[src/logic/etdc_regs.svh]
/*
 * etdc_regs.svh
 * Register offsets, descriptor field positions, reset values and frame
 * size constants of the transmit descriptor control block.
 * Assumes a 32-bit APB with byte addresses and one aligned word per
 * register.
 */
`ifndef ETDC_REGS_SVH
`define ETDC_REGS_SVH

// ****************************************************************
// Register offsets
// ****************************************************************
`define ETDC_OFS_DESC0 8'h00
`define ETDC_OFS_DESC1 8'h04
`define ETDC_OFS_BUF1 8'h08
`define ETDC_OFS_ADDR2 8'h0c
`define ETDC_OFS_CTRL 8'h10
`define ETDC_OFS_STATUS 8'h14
`define ETDC_OFS_MASK 8'h18
`define ETDC_OFS_STATE 8'h1c
`define ETDC_OFS_STAMP_LO 8'h20
`define ETDC_OFS_STAMP_HI 8'h24

// ****************************************************************
// Descriptor word 0 control fields
// ****************************************************************
`define ETDC_CHAIN 20
`define ETDC_CSUM_LO 22
`define ETDC_CSUM_HI 23
`define ETDC_STAMP_REQ 25
`define ETDC_PAD_DIS 26
`define ETDC_CRC_DIS 27
`define ETDC_FIRST 28
`define ETDC_LAST 29
`define ETDC_IRQ_REQ 30
`define ETDC_OWN 31
`define ETDC_DESC0_MASK 32'hfed0_0000
`define ETDC_CSUM_OFF 2'h0
`define ETDC_CSUM_IP 2'h1
`define ETDC_CSUM_PAYLOAD 2'h2
`define ETDC_CSUM_FULL 2'h3

// ****************************************************************
// Descriptor word 1, control and status fields
// ****************************************************************
`define ETDC_LEN_W 13
`define ETDC_LEN1_LO 0
`define ETDC_LEN2_LO 16
`define ETDC_CTRL_ENABLE 0
`define ETDC_CTRL_STAMP_EN 1
`define ETDC_STS_W 4
`define ETDC_STS_DONE 0
`define ETDC_STS_SUSP 1
`define ETDC_STS_STAMP 2
`define ETDC_STS_SEGERR 3

// ****************************************************************
// Reset values and frame sizes
// ****************************************************************
`define ETDC_RST_DESC0 32'h0000_0000
`define ETDC_RST_CTRL 2'h0
`define ETDC_RST_MASK 4'h0
`define ETDC_MIN_FRAME 16'h0040
`define ETDC_CRC_LEN 16'h0004
`define ETDC_PAD_W 6

`endif

[src/logic/etdc_pkg.sv]
/*
 * etdc_pkg.sv
 * Types of the transmit descriptor control block: state codes, the
 * per-frame control set, the segment command and the MAC status.
 * Assumes etdc_regs.svh is on the include path.
 */
`include "etdc_regs.svh"

package etdc_pkg;

   typedef enum logic [4:0] {
      ST_IDLE = 5'h01,
      ST_CHECK = 5'h02,
      ST_ISSUE = 5'h04,
      ST_WAIT = 5'h08,
      ST_SUSP = 5'h10
   } etdc_state_t;

   typedef struct packed {
      logic ip_csum;
      logic payload_csum;
      logic pseudo_csum;
      logic stamp;
      logic pad;
      logic crc;
   } etdc_frame_ctl_t;

   typedef struct packed {
      logic first;
      logic last;
      logic [31:0] addr1;
      logic [`ETDC_LEN_W-1:0] len1;
      logic [31:0] addr2;
      logic [`ETDC_LEN_W-1:0] len2;
      etdc_frame_ctl_t ctl;
      logic [`ETDC_PAD_W-1:0] pad_bytes;
   } etdc_seg_cmd_t;

   typedef struct packed {
      logic frame_done;
      logic stamp_valid;
      logic [63:0] stamp;
   } etdc_mac_sts_t;

   typedef struct packed {
      etdc_state_t st;
      logic [31:0] desc0;
      logic [`ETDC_LEN_W-1:0] len1;
      logic [`ETDC_LEN_W-1:0] len2;
      logic [31:0] buf1;
      logic [31:0] addr2;
      logic [1:0] ctrl;
      logic [`ETDC_STS_W-1:0] sts;
      logic [`ETDC_STS_W-1:0] mask;
      logic [31:0] prdata;
      logic in_frame;
      etdc_frame_ctl_t fctl;
      logic [15:0] frame_len;
      logic [63:0] stamp;
      logic cmd_valid;
      etdc_seg_cmd_t cmd;
   } etdc_core_t;

endpackage

[src/logic/etdc_ctl_decode.sv]
/*
 * etdc_ctl_decode.sv
 * Turns the control half of descriptor word 0 into the per-frame
 * control set handed to the MAC.
 * Assumes the caller latches the result only on a first segment.
 */
`timescale 1ns/1ps

module etdc_ctl_decode
   import etdc_pkg::*;
(
   // Descriptor word and global stamp switch
   input wire logic [31:0] desc0,
   input wire logic global_stamp_enable,
   // Decoded controls
   output etdc_frame_ctl_t frame_ctl
);

   logic [1:0] checksum_insert_ctrl;

   assign checksum_insert_ctrl = desc0[`ETDC_CSUM_HI:`ETDC_CSUM_LO];

   always_comb
   begin
      frame_ctl = '0;
      frame_ctl.ip_csum = checksum_insert_ctrl != `ETDC_CSUM_OFF;
      frame_ctl.payload_csum =
         checksum_insert_ctrl == `ETDC_CSUM_PAYLOAD ||
         checksum_insert_ctrl == `ETDC_CSUM_FULL;
      frame_ctl.pseudo_csum =
         checksum_insert_ctrl == `ETDC_CSUM_FULL;
      frame_ctl.stamp = desc0[`ETDC_STAMP_REQ] & global_stamp_enable;
      frame_ctl.pad = ~desc0[`ETDC_PAD_DIS];
      frame_ctl.crc = ~desc0[`ETDC_CRC_DIS];
   end

endmodule // etdc_ctl_decode

[src/logic/etdc_top.sv]
/*
 * etdc_top.sv
 * Transmit descriptor control: holds one descriptor written over APB,
 * decodes its control bits, issues segment commands to the MAC and
 * hands the descriptor back when done.
 * Assumes the MAC pulses frame_done once per frame after the last
 * segment command, with the stamp valid in that same cycle.
 */
// Implementation choices: the APB register port and the register addresses.
`timescale 1ns/1ps

// Behaviour
// - Code 00 no checksum, 01 IP header
// - Code 10 adds payload, no pseudo header
// - Code 11 adds hardware pseudo header checksum
// - Stamp when request and global enable, first
// - Pad on forces pad and CRC short frames
// - Pad off sends short frames unpadded
// - CRC disable drops CRC, first segment only
// - First flag starts a new frame
// - Last flag ends the frame
// - Completion request raises done interrupt
// - Owner bit: zero CPU, one DMA
// - DMA clears owner after buffer or frame
// - Chain flag makes address two a pointer
module etdc_top
   import etdc_pkg::*;
(
   // Clock and reset
   input wire logic pclk,
   input wire logic presetn,
   // APB slave
   input wire logic psel,
   input wire logic penable,
   input wire logic pwrite,
   input wire logic [7:0] paddr,
   input wire logic [31:0] pwdata,
   output logic [31:0] prdata,
   output logic pready,
   output logic pslverr,
   // Segment commands to the MAC
   output logic seg_valid,
   input wire logic seg_ready,
   output etdc_seg_cmd_t seg_cmd,
   // Frame status from the MAC
   input wire etdc_mac_sts_t mac_sts,
   // Next descriptor pointer
   output logic [31:0] next_desc_ptr,
   output logic next_desc_valid,
   // Interrupt
   output logic irq
);

   // ****************************************************************
   // Declarations
   // ****************************************************************
   etdc_core_t r;
   etdc_core_t next_r;
   etdc_frame_ctl_t dec_ctl;
   logic wr_access;
   logic rd_setup;
   logic mapped;
   logic [31:0] rd_word;
   logic own;
   logic first;
   logic last;
   logic chained;
   logic [13:0] seg_bytes;
   logic [15:0] total_len;
   logic [15:0] min_body;
   logic short_frame;
   logic [`ETDC_STS_W-1:0] sts_event;
   logic [`ETDC_STS_W-1:0] sts_clear;

   etdc_ctl_decode u_decode (
      .desc0(r.desc0),
      .global_stamp_enable(r.ctrl[`ETDC_CTRL_STAMP_EN]),
      .frame_ctl(dec_ctl)
   );

   // ****************************************************************
   // Descriptor view
   // ****************************************************************
   assign own = r.desc0[`ETDC_OWN];
   assign first = r.desc0[`ETDC_FIRST];
   assign last = r.desc0[`ETDC_LAST];
   assign chained = r.desc0[`ETDC_CHAIN];
   // A chained descriptor carries no second buffer
   assign seg_bytes = {1'b0, r.len1} +
      (chained ? 14'h0000 : {1'b0, r.len2});
   assign total_len = first ? {2'h0, seg_bytes} :
      r.frame_len + {2'h0, seg_bytes};
   assign min_body = `ETDC_MIN_FRAME - `ETDC_CRC_LEN;
   assign short_frame = total_len < min_body;

   // ****************************************************************
   // APB slave
   // ****************************************************************
   // Read data is caught in the setup phase so pready never waits
   assign wr_access = psel & penable & pwrite;
   assign rd_setup = psel & ~penable & ~pwrite;
   assign pready = 1'b1;
   assign pslverr = psel & penable & ~mapped;
   assign prdata = r.prdata;

   always_comb
   begin
      mapped = 1'b1;
      rd_word = 32'h0000_0000;
      case (paddr)
         `ETDC_OFS_DESC0: rd_word = r.desc0;
         `ETDC_OFS_DESC1: rd_word = {3'h0, r.len2, 3'h0, r.len1};
         `ETDC_OFS_BUF1: rd_word = r.buf1;
         `ETDC_OFS_ADDR2: rd_word = r.addr2;
         `ETDC_OFS_CTRL: rd_word = 32'(r.ctrl);
         `ETDC_OFS_STATUS: rd_word = 32'(r.sts);
         `ETDC_OFS_MASK: rd_word = 32'(r.mask);
         `ETDC_OFS_STATE:
            rd_word = {r.frame_len, 7'h00, r.in_frame, 3'h0, r.st};
         `ETDC_OFS_STAMP_LO: rd_word = r.stamp[31:0];
         `ETDC_OFS_STAMP_HI: rd_word = r.stamp[63:32];
         default: mapped = 1'b0;
      endcase
   end

   // ****************************************************************
   // Outputs
   // ****************************************************************
   assign seg_valid = r.cmd_valid;
   assign seg_cmd = r.cmd;
   assign irq = |(r.sts & r.mask);
   assign next_desc_ptr = r.addr2;
   assign next_desc_valid = chained & own;

   // ****************************************************************
   // Next state
   // ****************************************************************
   always_comb
   begin
      next_r = r;
      sts_event = '0;
      sts_clear = '0;
      if (rd_setup)
         next_r.prdata = rd_word;
      if (wr_access)
      begin
         case (paddr)
            // The descriptor is locked while the DMA owns it
            `ETDC_OFS_DESC0:
               if (!own)
                  next_r.desc0 = pwdata & `ETDC_DESC0_MASK;
            `ETDC_OFS_DESC1:
               if (!own)
               begin
                  next_r.len1 = pwdata[`ETDC_LEN1_LO+:`ETDC_LEN_W];
                  next_r.len2 = pwdata[`ETDC_LEN2_LO+:`ETDC_LEN_W];
               end
            `ETDC_OFS_BUF1:
               if (!own)
                  next_r.buf1 = pwdata;
            `ETDC_OFS_ADDR2:
               if (!own)
                  next_r.addr2 = pwdata;
            `ETDC_OFS_CTRL: next_r.ctrl = pwdata[1:0];
            `ETDC_OFS_STATUS: sts_clear = pwdata[`ETDC_STS_W-1:0];
            `ETDC_OFS_MASK: next_r.mask = pwdata[`ETDC_STS_W-1:0];
            default: ;
         endcase
      end
      case (r.st)
         ST_IDLE:
            if (r.ctrl[`ETDC_CTRL_ENABLE])
               next_r.st = ST_CHECK;
         ST_CHECK:
            if (!r.ctrl[`ETDC_CTRL_ENABLE])
               next_r.st = ST_IDLE;
            else if (!own)
            begin
               sts_event[`ETDC_STS_SUSP] = 1'b1;
               next_r.st = ST_SUSP;
            end
            else if (!r.in_frame && !first)
            begin
               // A segment without the first flag and with no frame open is handed back
               sts_event[`ETDC_STS_SEGERR] = 1'b1;
               next_r.desc0[`ETDC_OWN] = 1'b0;
            end
            else
            begin
               if (first)
               begin
                  next_r.fctl = dec_ctl;
                  next_r.in_frame = 1'b1;
               end
               next_r.frame_len = total_len;
               next_r.cmd.first = first;
               next_r.cmd.last = last;
               next_r.cmd.addr1 = r.buf1;
               next_r.cmd.len1 = r.len1;
               next_r.cmd.addr2 = chained ? 32'h0000_0000 : r.addr2;
               next_r.cmd.len2 = chained ? '0 : r.len2;
               next_r.cmd.ctl = first ? dec_ctl : r.fctl;
               next_r.cmd.pad_bytes = '0;
               if (last && next_r.cmd.ctl.pad && short_frame)
               begin
                  next_r.cmd.pad_bytes =
                     `ETDC_PAD_W'(min_body - total_len);
                  next_r.cmd.ctl.crc = 1'b1;
               end
               next_r.cmd_valid = 1'b1;
               next_r.st = ST_ISSUE;
            end
         ST_ISSUE:
            if (seg_ready)
            begin
               next_r.cmd_valid = 1'b0;
               if (r.cmd.last)
                  next_r.st = ST_WAIT;
               else
               begin
                  next_r.desc0[`ETDC_OWN] = 1'b0;
                  next_r.st = ST_CHECK;
               end
            end
         ST_WAIT:
            if (mac_sts.frame_done)
            begin
               next_r.desc0[`ETDC_OWN] = 1'b0;
               next_r.in_frame = 1'b0;
               if (r.desc0[`ETDC_IRQ_REQ])
                  sts_event[`ETDC_STS_DONE] = 1'b1;
               if (r.fctl.stamp && mac_sts.stamp_valid)
               begin
                  next_r.stamp = mac_sts.stamp;
                  sts_event[`ETDC_STS_STAMP] = 1'b1;
               end
               next_r.st = ST_CHECK;
            end
         ST_SUSP:
            if (own)
               next_r.st = ST_CHECK;
            else if (!r.ctrl[`ETDC_CTRL_ENABLE])
               next_r.st = ST_IDLE;
         default: next_r.st = ST_IDLE;
      endcase
      // A new event beats a clear written in the same cycle
      next_r.sts = (r.sts & ~sts_clear) | sts_event;
   end

   always_ff @(posedge pclk or negedge presetn)
   begin
      if (!presetn)
      begin
         r <= '0;
         r.st <= ST_IDLE;
         r.desc0 <= `ETDC_RST_DESC0;
         r.ctrl <= `ETDC_RST_CTRL;
         r.mask <= `ETDC_RST_MASK;
      end
      else
         r <= next_r;
   end
endmodule // etdc_top

[config.mk]
export PLATFORM = sky130hd
export DESIGN_NAME = etdc_top
export DESIGN_NICKNAME = d
export VERILOG_FILES = /design/src/logic/etdc_pkg.sv /design/src/logic/etdc_ctl_decode.sv /design/src/logic/etdc_top.sv
export VERILOG_INCLUDE_DIRS = /design/src /design/src/logic
export SDC_FILE = /design/constraint.sdc
export NUM_CORES = 1
export LEC_CHECK = 0
export BUFFER_PORTS_ARGS = -buffer_cell sky130_fd_sc_hd__buf_2
export CAP_MARGIN = 40
export CORE_ASPECT_RATIO = 0.9
export CORE_UTILIZATION = 42
export DETAILED_ROUTE_END_ITERATION = 10
export GPL_TIMING_DRIVEN = 0
export SKIP_LAST_GASP = 1
export SLEW_MARGIN = 20
export SYNTH_ARGS = -nofsm -noshare
export SYNTH_HDL_FRONTEND = slang
export SYNTH_SLANG_ARGS = --single-unit
[constraint.sdc]
create_clock -name pclk -period 4.7 [get_ports pclk]
set_input_delay 0.705 -clock pclk [delete_from_list [all_inputs] [get_ports pclk]]
set_output_delay 0.705 -clock pclk [all_outputs]
set_load 0.05 [all_outputs]
==> reports/results.env <==
FINAL_DESIGN_AREA_NO_FILL_UM2=20800
CLKSLEWWORSTSETUPHOLDPATHS_PS=60
SETUP.WORST_PATH.CLASS='flop to flop'
FLOORPLAN.DIE.WIDTH_UM=215
DRT_FIRST_PASS_ITERS=5
USE_MET3_PCT=4.17
VIAS_IN_THE_FIRST_GLOBAL_ROUTE=13284
CTS-HTREE-LEVELS=2
GRT_UTIL_MET1_PCT=40.5
ANTENNA_FOUND_INITIAL=4
CTS_ROOT_BUF='sky130_fd_sc_hd__clkbuf_16'
CRIT-REG2REG-LAUNCH='chained$_DFFE_PN0P_'
CORE.ROWCOUNT=69
DETAIL_ROUTE.ITER0.VIOLATIONS=1177
YS.FLOP_TYPE='sky130_fd_sc_hd__dfrtp_1'
FINALSETUPTNS_PS=0
FRACTION_OF_POWER_SPENT_SWITCHING_NETS_PCT=25.9
YOSYSUNIQUECELLTYPES=73
DRIVE_GT1_SHARE_PCT=38.5
PLACED_INSTANCE_AREA_UM2=19300
ROUTED_WL_MM=57.1
SETUP_REPAIR_AFTER_GLOBAL_ROUTING_MISSED_ITS_MARGIN='true'
YS_SEQ_AREA_SHARE_PCT=49.6
MAPPED_NETS=1774
FINALNETCOUNT=2119
RUN_STATUS='finished clean'
YOSYSMOSTFREQUENTCELL='sky130_fd_sc_hd__dfrtp_1'
CLOCK_SKEW_PS=14.2
CRITICAL_PATH_REQUIRED_PS=5170
FP.DIEH_UM=193
GRT_START_MAX_NET_PINS=92
NUMPLACEDINSTANCES=2453
TIGHTEST_SLEW_PS=882
TIMING.SLEW.HEADROOM_PCT=41.2
SEQUENTIALPOWERSHARE_PCT=46.2
SHARE_OF_YOSYS_CELL_AREA_CLAIMED_BY_THE_TOP_AREA_CELL_TYPE_PCT=49.5
FINAL_CELLS=2536
CRITICAL_PATH_DATA_ARRIVAL_TIME_PS=5010
GLOBALROUTEMET2UTIL_PCT=39.8
POST_SYNTH.CELL_AREA_AVG_UM2=10.5
P_TOTAL_mW=6.60
SYN-INSTANCE-COUNT=1630
TOP_USAGE_LAYER='met1'
NETLIST_TOP_CELLS_COUNT='sky130_fd_sc_hd__dfrtp_1, sky130_fd_sc_hd__nand2_1, sky130_fd_sc_hd__mux2_2, sky130_fd_sc_hd__buf_4, sky130_fd_sc_hd__a21oi_1'
FINAL_PERIOD_MINUS_WORST_SETUP_SLACK_PS=4540
WORSTSETUPSTARTPOINT='chained$_DFFE_PN0P_'
SYN2LAYOUT_AREA_GROWTH_PCT=22.0
NUMPORTBUFFERS=282
ANTENNA_VIOLATING_NETS_POST_ROUTE=0
IOS=285
POWER.INTERNAL_mW=4.89
SEQ_CELLS_POST_SYNTH=339
VIA_COUNT=13634
FP.COREAREA_UM2=39800
POWER.STATIC_LEAKAGE_nW=11.0
SYNTHTOPCELLSBYAREA='sky130_fd_sc_hd__dfrtp_1, sky130_fd_sc_hd__mux2_2, sky130_fd_sc_hd__buf_4'
VDD.IR_DROP.WORST_mV=0.218
CTS_TREE='built'
CTS_BUFFER_DEPTH=3
SYNTH_TOP_AREA_CELL='sky130_fd_sc_hd__dfrtp_1'
FP.DIEAREA_UM2=41500
TIMING.FMAX_GHz=0.220
GRT_FIRST_PASS_WIRELENGTH_MM=84.2
STARTPOINT_TYPE='flop'
CTS_MADE_BUFFERS=37
POWER.NET_SWITCHING_mW=1.71
SYNTH-ASYNC-RESET-RATIO_PCT=100
STARTING_DENSITY_OF_THE_CORE_PCT=42.9
GRT.TOTAL_USAGE_PCT=27.2
ROUTED_WIRE_LENGTH_PER_INSTANCE_UM=22.5
HOLDCRITPATHCLASS='input port to asynchronous set/reset pin'
TIMING.FINAL.HOLD_VIOLATIONS=0
NUMBER_OF_ENABLE_TYPE_REGISTER_CELLS_IN_THE_SYNTHESIZED_NETLIST=0
GLOBALROUTE.TOTALOVERFLOW=0
DP_HPWL_MM=43.5
CLK_LATENCY_PS=540
ENDPOINT_KIND='flop'
MAX_CAP_VIOLATIONS=0
CTS.HOLD.BUFFERS_ADDED=0
POWER_FRAC_CLOCK_PCT=43.9
GATE_POWER_SHARE_PCT=9.9
HOLD_WS_PS=48.4
FINAL_CLOCK_PERIOD_UTILIZATION_BY_THE_WORST_PATH_PCT=96.7
REPORT.FINAL.SETUP_VIOL=0
SYNTHESIS.YOSYS.WARNINGS=0
DRT-VIAS-PER-INSTANCE=5.38
GP_ROUTABILITY_CONGESTION=0.911
POWER_DENSITY_nW_PER_UM2=316
TIMING.FINAL.MAX_SLEW_VIOLATIONS=0
DRC=0
MAPPEDNETLISTAREA_UM2=17100
CTS.SINK_COUNT=339
WORSTPATHMAXFANOUT=9
## critical path, cell delays in order (launching register included)
cell and delay, ps:
sky130_fd_sc_hd__dfrtp_1 420, sky130_fd_sc_hd__buf_8 160, sky130_fd_sc_hd__nor2b_2 230, sky130_fd_sc_hd__ha_1 360, sky130_fd_sc_hd__a21oi_2 270, sky130_fd_sc_hd__o21ai_0 140, sky130_fd_sc_hd__a311oi_2 240, sky130_fd_sc_hd__buf_4 160
sky130_fd_sc_hd__ha_1 230, sky130_fd_sc_hd__buf_6 150, sky130_fd_sc_hd__a2111oi_4 410, sky130_fd_sc_hd__a211oi_2 90, sky130_fd_sc_hd__o21ai_2 140, sky130_fd_sc_hd__a211oi_2 120, sky130_fd_sc_hd__or4_1 550, sky130_fd_sc_hd__nand3_2 110
sky130_fd_sc_hd__nand4_1 190, sky130_fd_sc_hd__nor4_4 190, sky130_fd_sc_hd__buf_6 180, sky130_fd_sc_hd__a22o_1 130
## cell type report
type | instances | area, µm²
antenna | 5 | 12.5
tap | 532 | 666
clock buffer | 53 | 1100
fill | 3628 | 19000
buffer | 250 | 1630
inverter | 18 | 67.6
timing repair buffer | 306 | 1710
multi-input combinational | 1023 | 7100
clock inverter | 10 | 83.8
sequential | 339 | 8480
## metrics by stage
step	utilization, %	worst slack (ps)
5_1_grt	52.4	-39.4
2_1_floorplan	-	449
3_3_place_gp	48.2	-3810
6_report	52.4	157
4_1_cts	51.8	4.62
3_5_place_dp	48.6	-862
## cells by family (layout without fill, tap and decap cells)
kind of cell               after synthesis  count (layout)  share of synthesized area [%]
AOI/OAI and AO/OA                      289             289                           11.2
xor gates and xnor gates                18              18                          0.923
adders and majority gates               32              32                           2.43
buffers and inverters                  268             637                           9.80
DFF                                    339             339                           49.6
muxes                                  201             201                           13.1
other                                    1               6                         0.0219
and+or+nand+nor                        482             482                           12.8
## routing by layer
metal,vias to the layer above,share of wire (%)
met4,0,3.2
met3,100,6.5
met5,-,0
met1,6805,47
li1,6225,-
met2,504,44
## path summary, 6_finish.rpt
| check | cells past startpoint | slack (ps) | to |
|---|---|---|---|
| worst max-delay path | 19 | 160 | seg_cmd[0]$_DFFE_PN0P_ |
| worst min-delay path | 1 | 50 | seg_cmd[39]$_DFFE_PN0P_ |
| worst max register to register | 19 | 160 | seg_cmd[0]$_DFFE_PN0P_ |
| worst min register to register | 2 | 470 | seg_cmd[41]$_DFFE_PN0P_ |
| max in group asynchronous | 4 | 3110 | r[356]$_DFFE_PN1P_ |
| min in group pclk | 2 | 390 | r[135]$_DFFE_PN0P_ |
## power groups by stage
stage,registers (mW),logic (mW),clock network [mW]
3_3_place_gp,3.10,0.636,0
2_1_floorplan,3.08,0.412,0
5_1_grt,3.06,0.700,3.05
6_report,3.05,0.654,2.89
4_1_cts,3.05,0.655,2.93
3_5_place_dp,3.10,0.652,0
## flip-flops by register name, summed over array words and instances (netlist names)
name / count
own: 1
r: 166
last: 1
next_desc_ptr: 32
first: 1
chained: 1
seg_valid: 1
seg_cmd: 104
prdata: 32
## timing repair
item | CTS | global route
pin swaps | 2 | 13
buffers inserted | 3 | 11
gates resized for setup | 18 | 35
setup endpoints to repair | 10 | 7
## cell usage in the layout, fill, tap and decap left out, types with 17 or more instances in the layout
cell type	synthesis	final
sky130_fd_sc_hd__a21oi_1	81	74
sky130_fd_sc_hd__a221oi_1	18	18
sky130_fd_sc_hd__a22o_1	18	18
sky130_fd_sc_hd__a22oi_1	31	31
sky130_fd_sc_hd__buf_2	3	284
sky130_fd_sc_hd__buf_4	170	182
sky130_fd_sc_hd__clkbuf_1	65	70
sky130_fd_sc_hd__clkbuf_16	0	39
sky130_fd_sc_hd__dfrtp_1	338	338
sky130_fd_sc_hd__ha_1	30	27
sky130_fd_sc_hd__inv_1	17	17
sky130_fd_sc_hd__mux2_2	179	179
sky130_fd_sc_hd__mux2i_1	18	18
sky130_fd_sc_hd__nand2_1	284	283
sky130_fd_sc_hd__nand3b_1	38	38
sky130_fd_sc_hd__nor2_1	78	77
sky130_fd_sc_hd__o21ai_0	61	59
(Power assumes the default switching activity.)
